File: config.mk
export PLATFORM = sky130hd
export DESIGN_NAME = irq_flag_bank
export DESIGN_NICKNAME = d
export VERILOG_FILES = /design/src/irq_flags_pkg.sv /design/src/irq_flag_bank.sv
export VERILOG_INCLUDE_DIRS = /design/src
export SDC_FILE = /design/constraint.sdc
export NUM_CORES = 1
export LEC_CHECK = 0
export BUFFER_PORTS_ARGS = -buffer_cell sky130_fd_sc_hd__buf_2
export CORE_AREA = 3 3 124 78
export CTS_BUF_LIST = sky130_fd_sc_hd__clkbuf_4 sky130_fd_sc_hd__clkbuf_8 sky130_fd_sc_hd__clkbuf_16
export DETAILED_ROUTE_END_ITERATION = 7
export DIE_AREA = 0 0 127 81
export PLACE_DENSITY = 0.68
export SETUP_SLACK_MARGIN = 0.1
export SYNTH_ARGS = -nofsm -noshare
export SYNTH_HDL_FRONTEND = slang
export SYNTH_SLANG_ARGS = --single-unit
File: constraint.sdc
create_clock -name clk -period 2 [get_ports clk]
set_clock_uncertainty 0.1 [all_clocks]
set_input_delay 0.4 -clock clk [delete_from_list [all_inputs] [get_ports clk]]
set_output_delay 0.4 -clock clk [all_outputs]
set_load 0.01 [all_outputs]
File: src/irq_flags_regs.svh
// Offsets, bit positions and reset values of the interrupt flag bank.
// Function
// - Flag reads 1 after request, else 0
// - Flags read/write, zero after reset
// - Unimplemented bits read 0, ignore writes
// - Group two: timer6 bit15, dma4 bit14
// - Group two: compare 8..5 at bits 12..9
// - Group two: capture 6..3 at bits 8..5
// - Group two: dma3 done at bit 4
// - Group two: can A event 3, rx 2
// - Group two: serial B event 1, error 0
// - Group three: fault A 15, dma5 13
// - Group three: quadrature 10, pwm error 9
// - Group three: can B event 8, rx 7
// - Group three: ext input4 6, input3 5
// - Group three: timers 9, 8, 7 at 4, 3, 0
// - Group three: twowire B master 2, slave 1
// - Flag interrupts only while enable bit set
// - Polarity 1 negative edge, 0 positive
`ifndef IRQ_FLAGS_REGS_SVH
`define IRQ_FLAGS_REGS_SVH

// ---------------------------------------------------------------------
// Register word addresses
// ---------------------------------------------------------------------
`define ADDR_FLAGS_TWO 3'h0
`define ADDR_FLAGS_THREE 3'h1
`define ADDR_ENABLE_TWO 3'h2
`define ADDR_ENABLE_THREE 3'h3
`define ADDR_EDGE_POL 3'h4
`define ADDR_ACTIVE 3'h5

// ---------------------------------------------------------------------
// Masks and reset values
// ---------------------------------------------------------------------
`define IMPL_TWO 16'hDFFF
`define IMPL_THREE 16'hA7FF
`define POL_MASK 16'h0018
`define RESET_VAL 16'h0000

// ---------------------------------------------------------------------
// Group two bit positions
// ---------------------------------------------------------------------
`define B2_TIMER6 15
`define B2_DMA4 14
`define B2_CMP8 12
`define B2_CMP7 11
`define B2_CMP6 10
`define B2_CMP5 9
`define B2_CAP6 8
`define B2_CAP5 7
`define B2_CAP4 6
`define B2_CAP3 5
`define B2_DMA3 4
`define B2_CAN_A_EVT 3
`define B2_CAN_A_RX 2
`define B2_SER_B_EVT 1
`define B2_SER_B_ERR 0

// ---------------------------------------------------------------------
// Group three and polarity bit positions
// ---------------------------------------------------------------------
`define B3_FAULT_A 15
`define B3_DMA5 13
`define B3_QUAD 10
`define B3_PWM_ERR 9
`define B3_CAN_B_EVT 8
`define B3_CAN_B_RX 7
`define B3_EXT4 6
`define B3_EXT3 5
`define B3_TIMER9 4
`define B3_TIMER8 3
`define B3_TWI_B_MST 2
`define B3_TWI_B_SLV 1
`define B3_TIMER7 0
`define P_EXT4 4
`define P_EXT3 3

`endif

File: src/irq_flags_pkg.sv
// Types shared by the interrupt flag bank and its users.
package irq_flags_pkg;

  // -------------------------------------------------------------------
  // Register port request
  // -------------------------------------------------------------------
  typedef struct packed {
    logic rd;
    logic wr;
    logic [2:0] addr;
    logic [15:0] wdata;
  } bus_req_t;

  // -------------------------------------------------------------------
  // Peripheral request pulses, one per flag source except the two external input pins
  // -------------------------------------------------------------------
  typedef struct packed {
    logic timer6;
    logic dma4;
    logic cmp8;
    logic cmp7;
    logic cmp6;
    logic cmp5;
    logic cap6;
    logic cap5;
    logic cap4;
    logic cap3;
    logic dma3;
    logic can_a_evt;
    logic can_a_rx;
    logic ser_b_evt;
    logic ser_b_err;
    logic fault_a;
    logic dma5;
    logic quad;
    logic pwm_err;
    logic can_b_evt;
    logic can_b_rx;
    logic timer9;
    logic timer8;
    logic timer7;
    logic twi_b_mst;
    logic twi_b_slv;
  } irq_src_t;

endpackage

File: src/irq_flag_bank.sv
// Interrupt flag groups two and three with enables and edge inputs.
//
// Chosen here: the plain strobed port and the register offsets.
`timescale 1ns/1ps
`include "irq_flags_regs.svh"

module irq_flag_bank (
  // Clock and reset
  input wire logic clk,
  input wire logic rst_n,
  // Register port
  input wire irq_flags_pkg::bus_req_t bus,
  output logic [15:0] rdata,
  // Peripheral requests
  input wire irq_flags_pkg::irq_src_t src,
  // External interrupt pins, bit 0 input 3, bit 1 input 4
  input wire logic [1:0] ext_in,
  // Interrupt request to the core
  output logic irq
);
  import irq_flags_pkg::*;

  // -------------------------------------------------------------------
  // Declarations
  // -------------------------------------------------------------------
  logic [15:0] flags_two_q;
  logic [15:0] flags_two_d;
  logic [15:0] flags_three_q;
  logic [15:0] flags_three_d;
  logic [15:0] en_two_q;
  logic [15:0] en_three_q;
  logic [15:0] pol_q;
  logic [15:0] rdata_q;
  logic [1:0] ext_prev_q;
  logic ext_valid_q;
  logic [1:0] ext_hit;
  logic [15:0] set_two;
  logic [15:0] set_three;
  logic wr_two;
  logic wr_three;

  // -------------------------------------------------------------------
  // Source mapping
  // -------------------------------------------------------------------
  function automatic logic [15:0] map_two(input irq_src_t s);
    logic [15:0] v;
    v = `RESET_VAL;
    v[`B2_TIMER6] = s.timer6;
    v[`B2_DMA4] = s.dma4;
    v[`B2_CMP8] = s.cmp8;
    v[`B2_CMP7] = s.cmp7;
    v[`B2_CMP6] = s.cmp6;
    v[`B2_CMP5] = s.cmp5;
    v[`B2_CAP6] = s.cap6;
    v[`B2_CAP5] = s.cap5;
    v[`B2_CAP4] = s.cap4;
    v[`B2_CAP3] = s.cap3;
    v[`B2_DMA3] = s.dma3;
    v[`B2_CAN_A_EVT] = s.can_a_evt;
    v[`B2_CAN_A_RX] = s.can_a_rx;
    v[`B2_SER_B_EVT] = s.ser_b_evt;
    v[`B2_SER_B_ERR] = s.ser_b_err;
    return v;
  endfunction

  function automatic logic [15:0] map_three(input irq_src_t s,
                                            input logic [1:0] e);
    logic [15:0] v;
    v = `RESET_VAL;
    v[`B3_FAULT_A] = s.fault_a;
    v[`B3_DMA5] = s.dma5;
    v[`B3_QUAD] = s.quad;
    v[`B3_PWM_ERR] = s.pwm_err;
    v[`B3_CAN_B_EVT] = s.can_b_evt;
    v[`B3_CAN_B_RX] = s.can_b_rx;
    v[`B3_EXT4] = e[1];
    v[`B3_EXT3] = e[0];
    v[`B3_TIMER9] = s.timer9;
    v[`B3_TIMER8] = s.timer8;
    v[`B3_TIMER7] = s.timer7;
    v[`B3_TWI_B_MST] = s.twi_b_mst;
    v[`B3_TWI_B_SLV] = s.twi_b_slv;
    return v;
  endfunction

  // -------------------------------------------------------------------
  // External edge detection
  // -------------------------------------------------------------------
  // The first sample after reset only primes the history, so a pin
  // already high at reset does not look like an edge.
  always_ff @(posedge clk) begin
    if (!rst_n) begin
      ext_prev_q <= 2'h0;
      ext_valid_q <= 1'b0;
    end else begin
      ext_prev_q <= ext_in;
      ext_valid_q <= 1'b1;
    end
  end

  // polarity picks falling or rising edge
  always_comb begin
    ext_hit[0] = ext_valid_q & (pol_q[`P_EXT3] ?
                 (ext_prev_q[0] & ~ext_in[0]) :
                 (~ext_prev_q[0] & ext_in[0]));
    ext_hit[1] = ext_valid_q & (pol_q[`P_EXT4] ?
                 (ext_prev_q[1] & ~ext_in[1]) :
                 (~ext_prev_q[1] & ext_in[1]));
  end

  // -------------------------------------------------------------------
  // Flag update
  // -------------------------------------------------------------------
  assign wr_two = bus.wr && (bus.addr == `ADDR_FLAGS_TWO);
  assign wr_three = bus.wr && (bus.addr == `ADDR_FLAGS_THREE);
  assign set_two = map_two(src);
  assign set_three = map_three(src, ext_hit);

  // write loads, request ORed on top wins
  always_comb begin
    flags_two_d = wr_two ? bus.wdata : flags_two_q;
    flags_two_d = (flags_two_d | set_two) & `IMPL_TWO;
    flags_three_d = wr_three ? bus.wdata : flags_three_q;
    flags_three_d = (flags_three_d | set_three) & `IMPL_THREE;
  end

  always_ff @(posedge clk) begin
    if (!rst_n) begin
      flags_two_q <= `RESET_VAL;
      flags_three_q <= `RESET_VAL;
    end else begin
      flags_two_q <= flags_two_d;
      flags_three_q <= flags_three_d;
    end
  end

  // -------------------------------------------------------------------
  // Enable and polarity registers
  // -------------------------------------------------------------------
  always_ff @(posedge clk) begin
    if (!rst_n) begin
      en_two_q <= `RESET_VAL;
      en_three_q <= `RESET_VAL;
      pol_q <= `RESET_VAL;
    end else if (bus.wr) begin
      if (bus.addr == `ADDR_ENABLE_TWO) begin
        en_two_q <= bus.wdata & `IMPL_TWO;
      end
      if (bus.addr == `ADDR_ENABLE_THREE) begin
        en_three_q <= bus.wdata & `IMPL_THREE;
      end
      if (bus.addr == `ADDR_EDGE_POL) begin
        pol_q <= bus.wdata & `POL_MASK;
      end
    end
  end

  // -------------------------------------------------------------------
  // Read path
  // -------------------------------------------------------------------
  // flags read back as held
  always_ff @(posedge clk) begin
    if (!rst_n) begin
      rdata_q <= `RESET_VAL;
    end else if (bus.rd) begin
      unique case (bus.addr)
        `ADDR_FLAGS_TWO: rdata_q <= flags_two_q;
        `ADDR_FLAGS_THREE: rdata_q <= flags_three_q;
        `ADDR_ENABLE_TWO: rdata_q <= en_two_q;
        `ADDR_ENABLE_THREE: rdata_q <= en_three_q;
        `ADDR_EDGE_POL: rdata_q <= pol_q;
        `ADDR_ACTIVE: rdata_q <= {14'h0000, |(flags_three_q & en_three_q),
                                  |(flags_two_q & en_two_q)};
        default: rdata_q <= `RESET_VAL;
      endcase
    end else begin
      rdata_q <= `RESET_VAL;
    end
  end

  assign rdata = rdata_q;

  // -------------------------------------------------------------------
  // Interrupt output
  // -------------------------------------------------------------------
  // only enabled flags reach the core
  assign irq = |(flags_two_q & en_two_q) | |(flags_three_q & en_three_q);

  // -------------------------------------------------------------------
  // Assertions
  // -------------------------------------------------------------------
  a_reset_clears: assert property (@(posedge clk)
    !rst_n |=> (flags_two_q == `RESET_VAL) && (flags_three_q == `RESET_VAL))
    else $error("flags not clear after reset");

  a_unimpl_zero: assert property (@(posedge clk) disable iff (!rst_n)
    ((flags_two_q & ~`IMPL_TWO) == `RESET_VAL) &&
    ((flags_three_q & ~`IMPL_THREE) == `RESET_VAL))
    else $error("unimplemented flag bit set");

  a_timer6_wins: assert property (@(posedge clk) disable iff (!rst_n)
    (src.timer6 && wr_two && !bus.wdata[`B2_TIMER6])
    |=> flags_two_q[`B2_TIMER6])
    else $error("timer6 request lost against write");

  a_write_loads: assert property (@(posedge clk) disable iff (!rst_n)
    (wr_two && set_two == `RESET_VAL)
    |=> flags_two_q == ($past(bus.wdata) & `IMPL_TWO))
    else $error("group two write not loaded");

  a_compare8_pos: assert property (@(posedge clk) disable iff (!rst_n)
    src.cmp8 |=> flags_two_q[`B2_CMP8] ##1 flags_two_q[`B2_CMP8] || wr_two)
    else $error("compare8 flag wrong position");

  a_capture3_pos: assert property (@(posedge clk) disable iff (!rst_n)
    src.cap3 |=> flags_two_q[`B2_CAP3])
    else $error("capture3 flag not set");

  a_dma3_pos: assert property (@(posedge clk) disable iff (!rst_n)
    src.dma3 |=> flags_two_q[`B2_DMA3])
    else $error("dma3 flag not set");

  a_can_a_rx: assert property (@(posedge clk) disable iff (!rst_n)
    src.can_a_rx |=> flags_two_q[`B2_CAN_A_RX])
    else $error("can A rx flag not set");

  a_serial_err: assert property (@(posedge clk) disable iff (!rst_n)
    src.ser_b_err |=> flags_two_q[`B2_SER_B_ERR])
    else $error("serial B error flag not set");

  a_fault_a_pos: assert property (@(posedge clk) disable iff (!rst_n)
    src.fault_a |=> flags_three_q[`B3_FAULT_A])
    else $error("fault A flag not set");

  a_quad_pos: assert property (@(posedge clk) disable iff (!rst_n)
    src.quad |=> flags_three_q[`B3_QUAD])
    else $error("quadrature flag not set");

  a_can_b_rx: assert property (@(posedge clk) disable iff (!rst_n)
    src.can_b_rx |=> flags_three_q[`B3_CAN_B_RX])
    else $error("can B rx flag not set");

  a_ext3_edge: assert property (@(posedge clk) disable iff (!rst_n)
    (ext_valid_q && !pol_q[`P_EXT3] && !ext_prev_q[0] && ext_in[0])
    |=> flags_three_q[`B3_EXT3])
    else $error("ext input3 rising edge missed");

  a_ext4_fall: assert property (@(posedge clk) disable iff (!rst_n)
    (ext_valid_q && pol_q[`P_EXT4] && ext_prev_q[1] && !ext_in[1])
    |=> flags_three_q[`B3_EXT4])
    else $error("ext input4 falling edge missed");

  a_timer7_pos: assert property (@(posedge clk) disable iff (!rst_n)
    src.timer7 |=> flags_three_q[`B3_TIMER7])
    else $error("timer7 flag not set");

  a_twi_slave: assert property (@(posedge clk) disable iff (!rst_n)
    src.twi_b_slv |=> flags_three_q[`B3_TWI_B_SLV])
    else $error("twowire B slave flag not set");

  a_irq_gated: assert property (@(posedge clk) disable iff (!rst_n)
    (en_two_q == `RESET_VAL && en_three_q == `RESET_VAL) |-> !irq)
    else $error("interrupt raised with all enables clear");

  a_read_back: assert property (@(posedge clk) disable iff (!rst_n)
    (bus.rd && bus.addr == `ADDR_FLAGS_THREE)
    |=> rdata == $past(flags_three_q))
    else $error("group three read data wrong");

  a_dma4_pos: assert property (@(posedge clk) disable iff (!rst_n)
    src.dma4 |=> flags_two_q[`B2_DMA4])
    else $error("dma4 flag not set");

  a_compare5_pos: assert property (@(posedge clk) disable iff (!rst_n)
    src.cmp5 |=> flags_two_q[`B2_CMP5])
    else $error("compare5 flag not set");

  a_capture6_pos: assert property (@(posedge clk) disable iff (!rst_n)
    src.cap6 |=> flags_two_q[`B2_CAP6])
    else $error("capture6 flag not set");

  a_can_a_evt: assert property (@(posedge clk) disable iff (!rst_n)
    src.can_a_evt |=> flags_two_q[`B2_CAN_A_EVT])
    else $error("can A event flag not set");

  a_serial_evt: assert property (@(posedge clk) disable iff (!rst_n)
    src.ser_b_evt |=> flags_two_q[`B2_SER_B_EVT])
    else $error("serial B event flag not set");

  a_dma5_pos: assert property (@(posedge clk) disable iff (!rst_n)
    src.dma5 |=> flags_three_q[`B3_DMA5])
    else $error("dma5 flag not set");

  a_pwm_err_pos: assert property (@(posedge clk) disable iff (!rst_n)
    src.pwm_err |=> flags_three_q[`B3_PWM_ERR])
    else $error("pwm error flag not set");

  a_can_b_evt: assert property (@(posedge clk) disable iff (!rst_n)
    src.can_b_evt |=> flags_three_q[`B3_CAN_B_EVT])
    else $error("can B event flag not set");

  a_timer9_pos: assert property (@(posedge clk) disable iff (!rst_n)
    src.timer9 |=> flags_three_q[`B3_TIMER9])
    else $error("timer9 flag not set");

  a_timer8_pos: assert property (@(posedge clk) disable iff (!rst_n)
    src.timer8 |=> flags_three_q[`B3_TIMER8])
    else $error("timer8 flag not set");

  a_twi_master: assert property (@(posedge clk) disable iff (!rst_n)
    src.twi_b_mst |=> flags_three_q[`B3_TWI_B_MST])
    else $error("twowire B master flag not set");

  a_enable_zero: assert property (@(posedge clk) disable iff (!rst_n)
    ((en_two_q & ~`IMPL_TWO) == `RESET_VAL) &&
    ((en_three_q & ~`IMPL_THREE) == `RESET_VAL))
    else $error("unimplemented enable bit set");

  a_unmapped_rd: assert property (@(posedge clk) disable iff (!rst_n)
    (bus.rd && bus.addr > `ADDR_ACTIVE) |=> rdata == `RESET_VAL)
    else $error("unmapped address read not zero");

  a_irq_raised: assert property (@(posedge clk) disable iff (!rst_n)
    (flags_three_q[`B3_TIMER7] && en_three_q[`B3_TIMER7]) |-> irq)
    else $error("enabled timer7 flag gave no interrupt");

  a_ext3_fall: assert property (@(posedge clk) disable iff (!rst_n)
    (ext_valid_q && pol_q[`P_EXT3] && ext_prev_q[0] && !ext_in[0])
    |=> flags_three_q[`B3_EXT3])
    else $error("ext input3 falling edge missed");

  a_ext4_rise: assert property (@(posedge clk) disable iff (!rst_n)
    (ext_valid_q && !pol_q[`P_EXT4] && !ext_prev_q[1] && ext_in[1])
    |=> flags_three_q[`B3_EXT4])
    else $error("ext input4 rising edge missed");

  a_rdata_idle: assert property (@(posedge clk) disable iff (!rst_n)
    !bus.rd |=> rdata == `RESET_VAL)
    else $error("read data not zero without a read");

  a_clear_write: assert property (@(posedge clk) disable iff (!rst_n)
    (wr_three && bus.wdata == `RESET_VAL && set_three == `RESET_VAL)
    |=> flags_three_q == `RESET_VAL)
    else $error("group three flags not cleared by write");

endmodule

# Yosys cells after proc, flatten, opt, wreduce, memory -nomap -nowiden
# Index checks and enable logic that the tools add are counted.
classes:
  eq_ne: 5
  reduce_logical: 9
  bitwise: 15
  muxes: 6
op_table:
  columns: ["cell", "n"]
  rows:
  - ["16-bit case mux with 6 select lines", 1]
  - ["16-bit AND", 2]
  - ["16-bit 2-to-1 mux", 2]
  - ["16-bit OR", 2]
  - ["16-bit OR reduction", 2]
  - ["2-bit AND reduction", 4]
  - ["1-bit AND", 6]
  - ["3-bit by 2-bit equality test with 1-bit output (second input constant)", 2]
  - ["3-bit equality test (second input constant)", 2]
  - ["1-bit NOT", 4]
  - ["3-bit by 1-bit equality test with 1-bit output (second input constant)", 1]
  - ["3-bit zero test", 1]
  - ["1-bit 2-to-1 mux", 3]
  - ["1-bit logical AND", 2]
  - ["1-bit OR", 1]
word_totals:
  regBits: 81
  in_bits: 51
  elab_cells: 45
  output_inout_bits: 17

# Logic depth before layout (Yosys ltp)
logic_depth:
  ltp_word: 5
  depth_mapped: 7
  ltp_nobuf: 4

# Worst setup path before layout
# OpenSTA, ideal clock, no wires.
synth_timing:
  kind: "input-to-reg"
  from: "in bus[16] (netlist bit)"
  to: "reg flags_two_q[10]"
  t_arrival_ns: 1.722
  stages: 7
  t_required_ns: 1.785
  path_slack_ns: 0.063
  path_buffers: 3
  setup_ns: 0.115
  path_cell_list: "buf_2 -> nor3_4 -> and2_4 -> buf_6 -> buf_6 -> mux2_4 -> o21a_1"
synth_between:
  elab_chain_cells: 4
synth_lines:
  columns: ["element", "line", "source"]
  rows:
  - ["from (decl)", "irq_flag_bank.sv:12", "input wire irq_flags_pkg::bus_req_t bus,"]
  - ["3-bit zero test", null, null]
  - ["1-bit logical AND", "irq_flag_bank.sv:114", "assign wr_two = bus.wr && (bus.addr == `ADDR_FLAGS_TWO);"]
  - ["16-bit 2-to-1 mux", "irq_flag_bank.sv:121", "flags_two_d = wr_two ? bus.wdata : flags_two_q;"]
  - ["16-bit OR", "irq_flag_bank.sv:122", "flags_two_d = (flags_two_d | set_two) & `IMPL_TWO;"]
  - ["to (signal assigned)", "irq_flag_bank.sv:129", "flags_two_q <= `RESET_VAL;"]
  - ["to (signal assigned)", "irq_flag_bank.sv:132", "flags_two_q <= flags_two_d;"]
  - ["to (decl)", "irq_flag_bank.sv:26", "logic [15:0] flags_two_q;"]
# No other way between the ends.
# A chain may end at the register's enable or synchronous reset.

# Final worst setup path
layout_timing:
  from: "reg en_two_q[3]"
  to: "out irq"
layout_between:
  elab_chain_cells: 3
layout_lines:
  columns: ["element", "line", "source"]
  rows:
  - ["from (decl)", "irq_flag_bank.sv:30", "logic [15:0] en_two_q;"]
  - ["from (signal assigned)", "irq_flag_bank.sv:142", "en_two_q <= `RESET_VAL;"]
  - ["from (signal assigned)", "irq_flag_bank.sv:147", "en_two_q <= bus.wdata & `IMPL_TWO;"]
  - ["16-bit AND", "irq_flag_bank.sv:187", "assign irq = |(flags_two_q & en_two_q) | |(flags_three_q & en_three_q);"]
  - ["16-bit OR reduction", "irq_flag_bank.sv:187", null]
  - ["1-bit OR", "irq_flag_bank.sv:187", null]
  - ["to (decl)", "irq_flag_bank.sv:19", "output logic irq"]
# No other way between the ends.

==> flow_metrics.tcl <==
set metrics [dict create \
    status "complete, but fails checks" \
    violations "negative setup slack" \
    fill_cells 797 \
    peakVddDrop_uv 430 \
    globalplace.congestion 0.865 \
    synth-seq-cells 77 \
    ys_types 38 \
    critical_path.max_fanout 3 \
    fmax_mhz 455 \
    synth_top_area_cell "dfxtp_1" \
    globalRoute.totalOverflow 0 \
    grt_pass1_vias 2854 \
    cp-start-kind "register" \
    final_common_cell "dfxtp_1" \
    wirelength_um 9530 \
    synthSimpleGateAreaFrac_pct 14.3 \
    yosys_warnings 0 \
    track_usage_pct 18.9 \
    vias 2833 \
    clk_pin_slew_worst_paths_ps 60 \
    antenna_found_initial 0 \
    crit_type "register to output pin" \
    clkLatencyLatePin_ps 330 \
    grt_setup_unrepaired "true" \
    placed_cell_area_um2 3960 \
    muxShareOfSynthArea_pct 17.0 \
    finalCritPeriodShare_pct 110 \
    slew_violations 0 \
    tightestPinTransition_ps 785 \
    post_cts_buffers 0 \
    n_antenna_cell 0 \
    syn_inst 347 \
    dp.final_hpwl_um 6750 \
    avgSynthCellArea_um2 9.95 \
    synth_edf_count 0 \
    first_pass_iters 4 \
    grt_pass1_wl_um 14800 \
    synth_compound_area_share_pct 20.5 \
    cts_max_path_buffers 2 \
    timing.critical_path.arrival_ps 1700 \
    synthAdderAreaFrac_pct 0 \
    viasPerCell 5.33 \
    ant_nets 0 \
    ys_async_sr_fraction_pct 0 \
    syn_area_um2 3450 \
    die_width_um 127 \
    hp-start "src[12]" \
    slew_headroom_pct 47.6 \
    final_area_um2 4250 \
    synth_nets 398 \
    grt_max_degree 62 \
    fin_nets 468 \
    critPathRequiredTime_ps 1500 \
    cts_root_buf "clkbuf_16" \
    synth_top_area_share_pct 44.6 \
    chipHeight_um 81 \
    hold_class "input pin to register" \
    numCtsBuffers 9 \
    area_delta_synth_final_pct 23.2 \
    ys.flop_type "dfxtp_1" \
    final.setup.worst_slack_ps -198 \
    crit_start "en_two_q[3]$_SDFFE_PN0P_" \
    synth_top_cells_by_area "dfxtp_1, mux2_2, nand2_1, o21a_1, a21boi_0" \
    setup_viol 1 \
    num_io_pins 68 \
    drtIter0Drc 206 \
    final_cell_mix "dfxtp_1, buf_2, nand2_1" \
    cts_tree "built" \
    end_kind "output pin" \
    yosysSeqAreaShare_pct 44.6 \
    r2r_start "en_two_q[3]$_SDFFE_PN0P_" \
    drc 0 \
    p_leak_nw 1.72 \
    place_ws_ps -16.2 \
    cts_sinks 77 \
    port_buffers 67 \
    drive_gt1_share_pct 33.8 \
    finalCriticalPeriod_ps 2200 \
    routedWlPerCell_um 17.9 \
    coreArea_um2 8520 \
    synth_top_family_by_area "compound AO/OA/AOI/OAI gates" \
    start_util_pct 40.5 \
    max-cap-violations 0 \
    hold_viol 0 \
    h-tree-depth 3 \
    cts_hold_buffers 0 \
    die_area_um2 10300 \
    synth_xor_area_share_pct 0 \
    num_rows 26 \
    p_per_area_nw_per_um2 848 \
]
where the power goes:
part / total (mW) / switching [mW] / internal, mW
Sequential: 1.65 / 0.0528 / 1.60
Combinational: 0.373 / 0.178 / 0.195
Clock: 1.58 / 0.573 / 1.01
area by class of cell:
class | instances | area [um2] | share of cell area (%)
multi-input cells | 246 | 1790 | 42.1
repair buffers | 82 | 485 | 11.4
well taps | 112 | 140 | 3.29
flip-flops and latches | 77 | 1540 | 36.3
clock inverters | 2 | 35.0 | 0.824
clock buffers | 12 | 254 | 5.97
inverters | 1 | 3.75 | 0.0882
registers in the layout, summed over array words and instances, names as in the netlist:
register       count
rdata             16
en_two_q          15
flags_two_q       15
en_three_q        13
flags_three_q     13
ext_prev_q         2
pol_q              2
ext_valid_q        1
synth_stat cells, types with 5 or more instances:
cell type and number:
dfxtp_1 77, nand2_1 61, o21a_1 26, a21boi_0 25, mux2_2 24, a22oi_1 19
nor2_1 18, clkbuf_1 13, mux2i_1 12, mux2_4 10, a2bb2oi_1 8, a21boi_1 5
buf_2 5
per-stage QoR:
step                      hold slack (ps)  cells  setup TNS, ps  util (%)  power, mW
after CTS                             165    532           -205      49.9       3.64
after global routing                  169    532           -257      49.9       3.73
after detailed placement              372    518          -29.8      46.5       2.05
final                                 172    532           -198      49.9       3.61
after global placement                363    518              0      46.5       2.04
after floorplan                       328    347              0         -       1.90
per-layer routing:
| metal | GRT usage [%] | up-vias | part of all wire [%] |
|---|---|---|---|
| met5 | 0 | - | 0 |
| met4 | 5.14 | 0 | 0.67 |
| met3 | 6.24 | 8 | 9.5 |
| met2 | 28.5 | 117 | 42 |
| met1 | 26.0 | 1334 | 48 |
| li1 | - | 1374 | - |
critical path, stage by stage (launching register included):
cell      delay, ps
dfxtp_2         320
a222oi_1        490
nand3_1         200
nor2_2          150
nand2_1          70
buf_2           140
worst paths after layout:
kind         depth (start not counted)                         to  slack (ps)
max                                  5                        irq        -200
min                                  2  flags_two_q[1]$_SDFF_PN0_         170
max reg2reg                          4        rdata[0]$_SDFF_PN0_         540
min reg2reg                          2   en_two_q[3]$_SDFFE_PN0P_         380
kinds of logic (layout without fill, tap and decap cells):
family | after synthesis | after routing
multiplexers | 48 | 48
AND/OR/NAND/NOR | 105 | 105
buffers and inverters | 24 | 97
AO/OA/AOI/OAI | 93 | 93
flip-flops | 77 | 77
what timing repair did:
item | in CTS | in global routing
setup endpoints to repair | 1 | 1
pin swaps | 2 | 0
gates resized for setup | 3 | 0
Power figures use the tool's default switching activity.
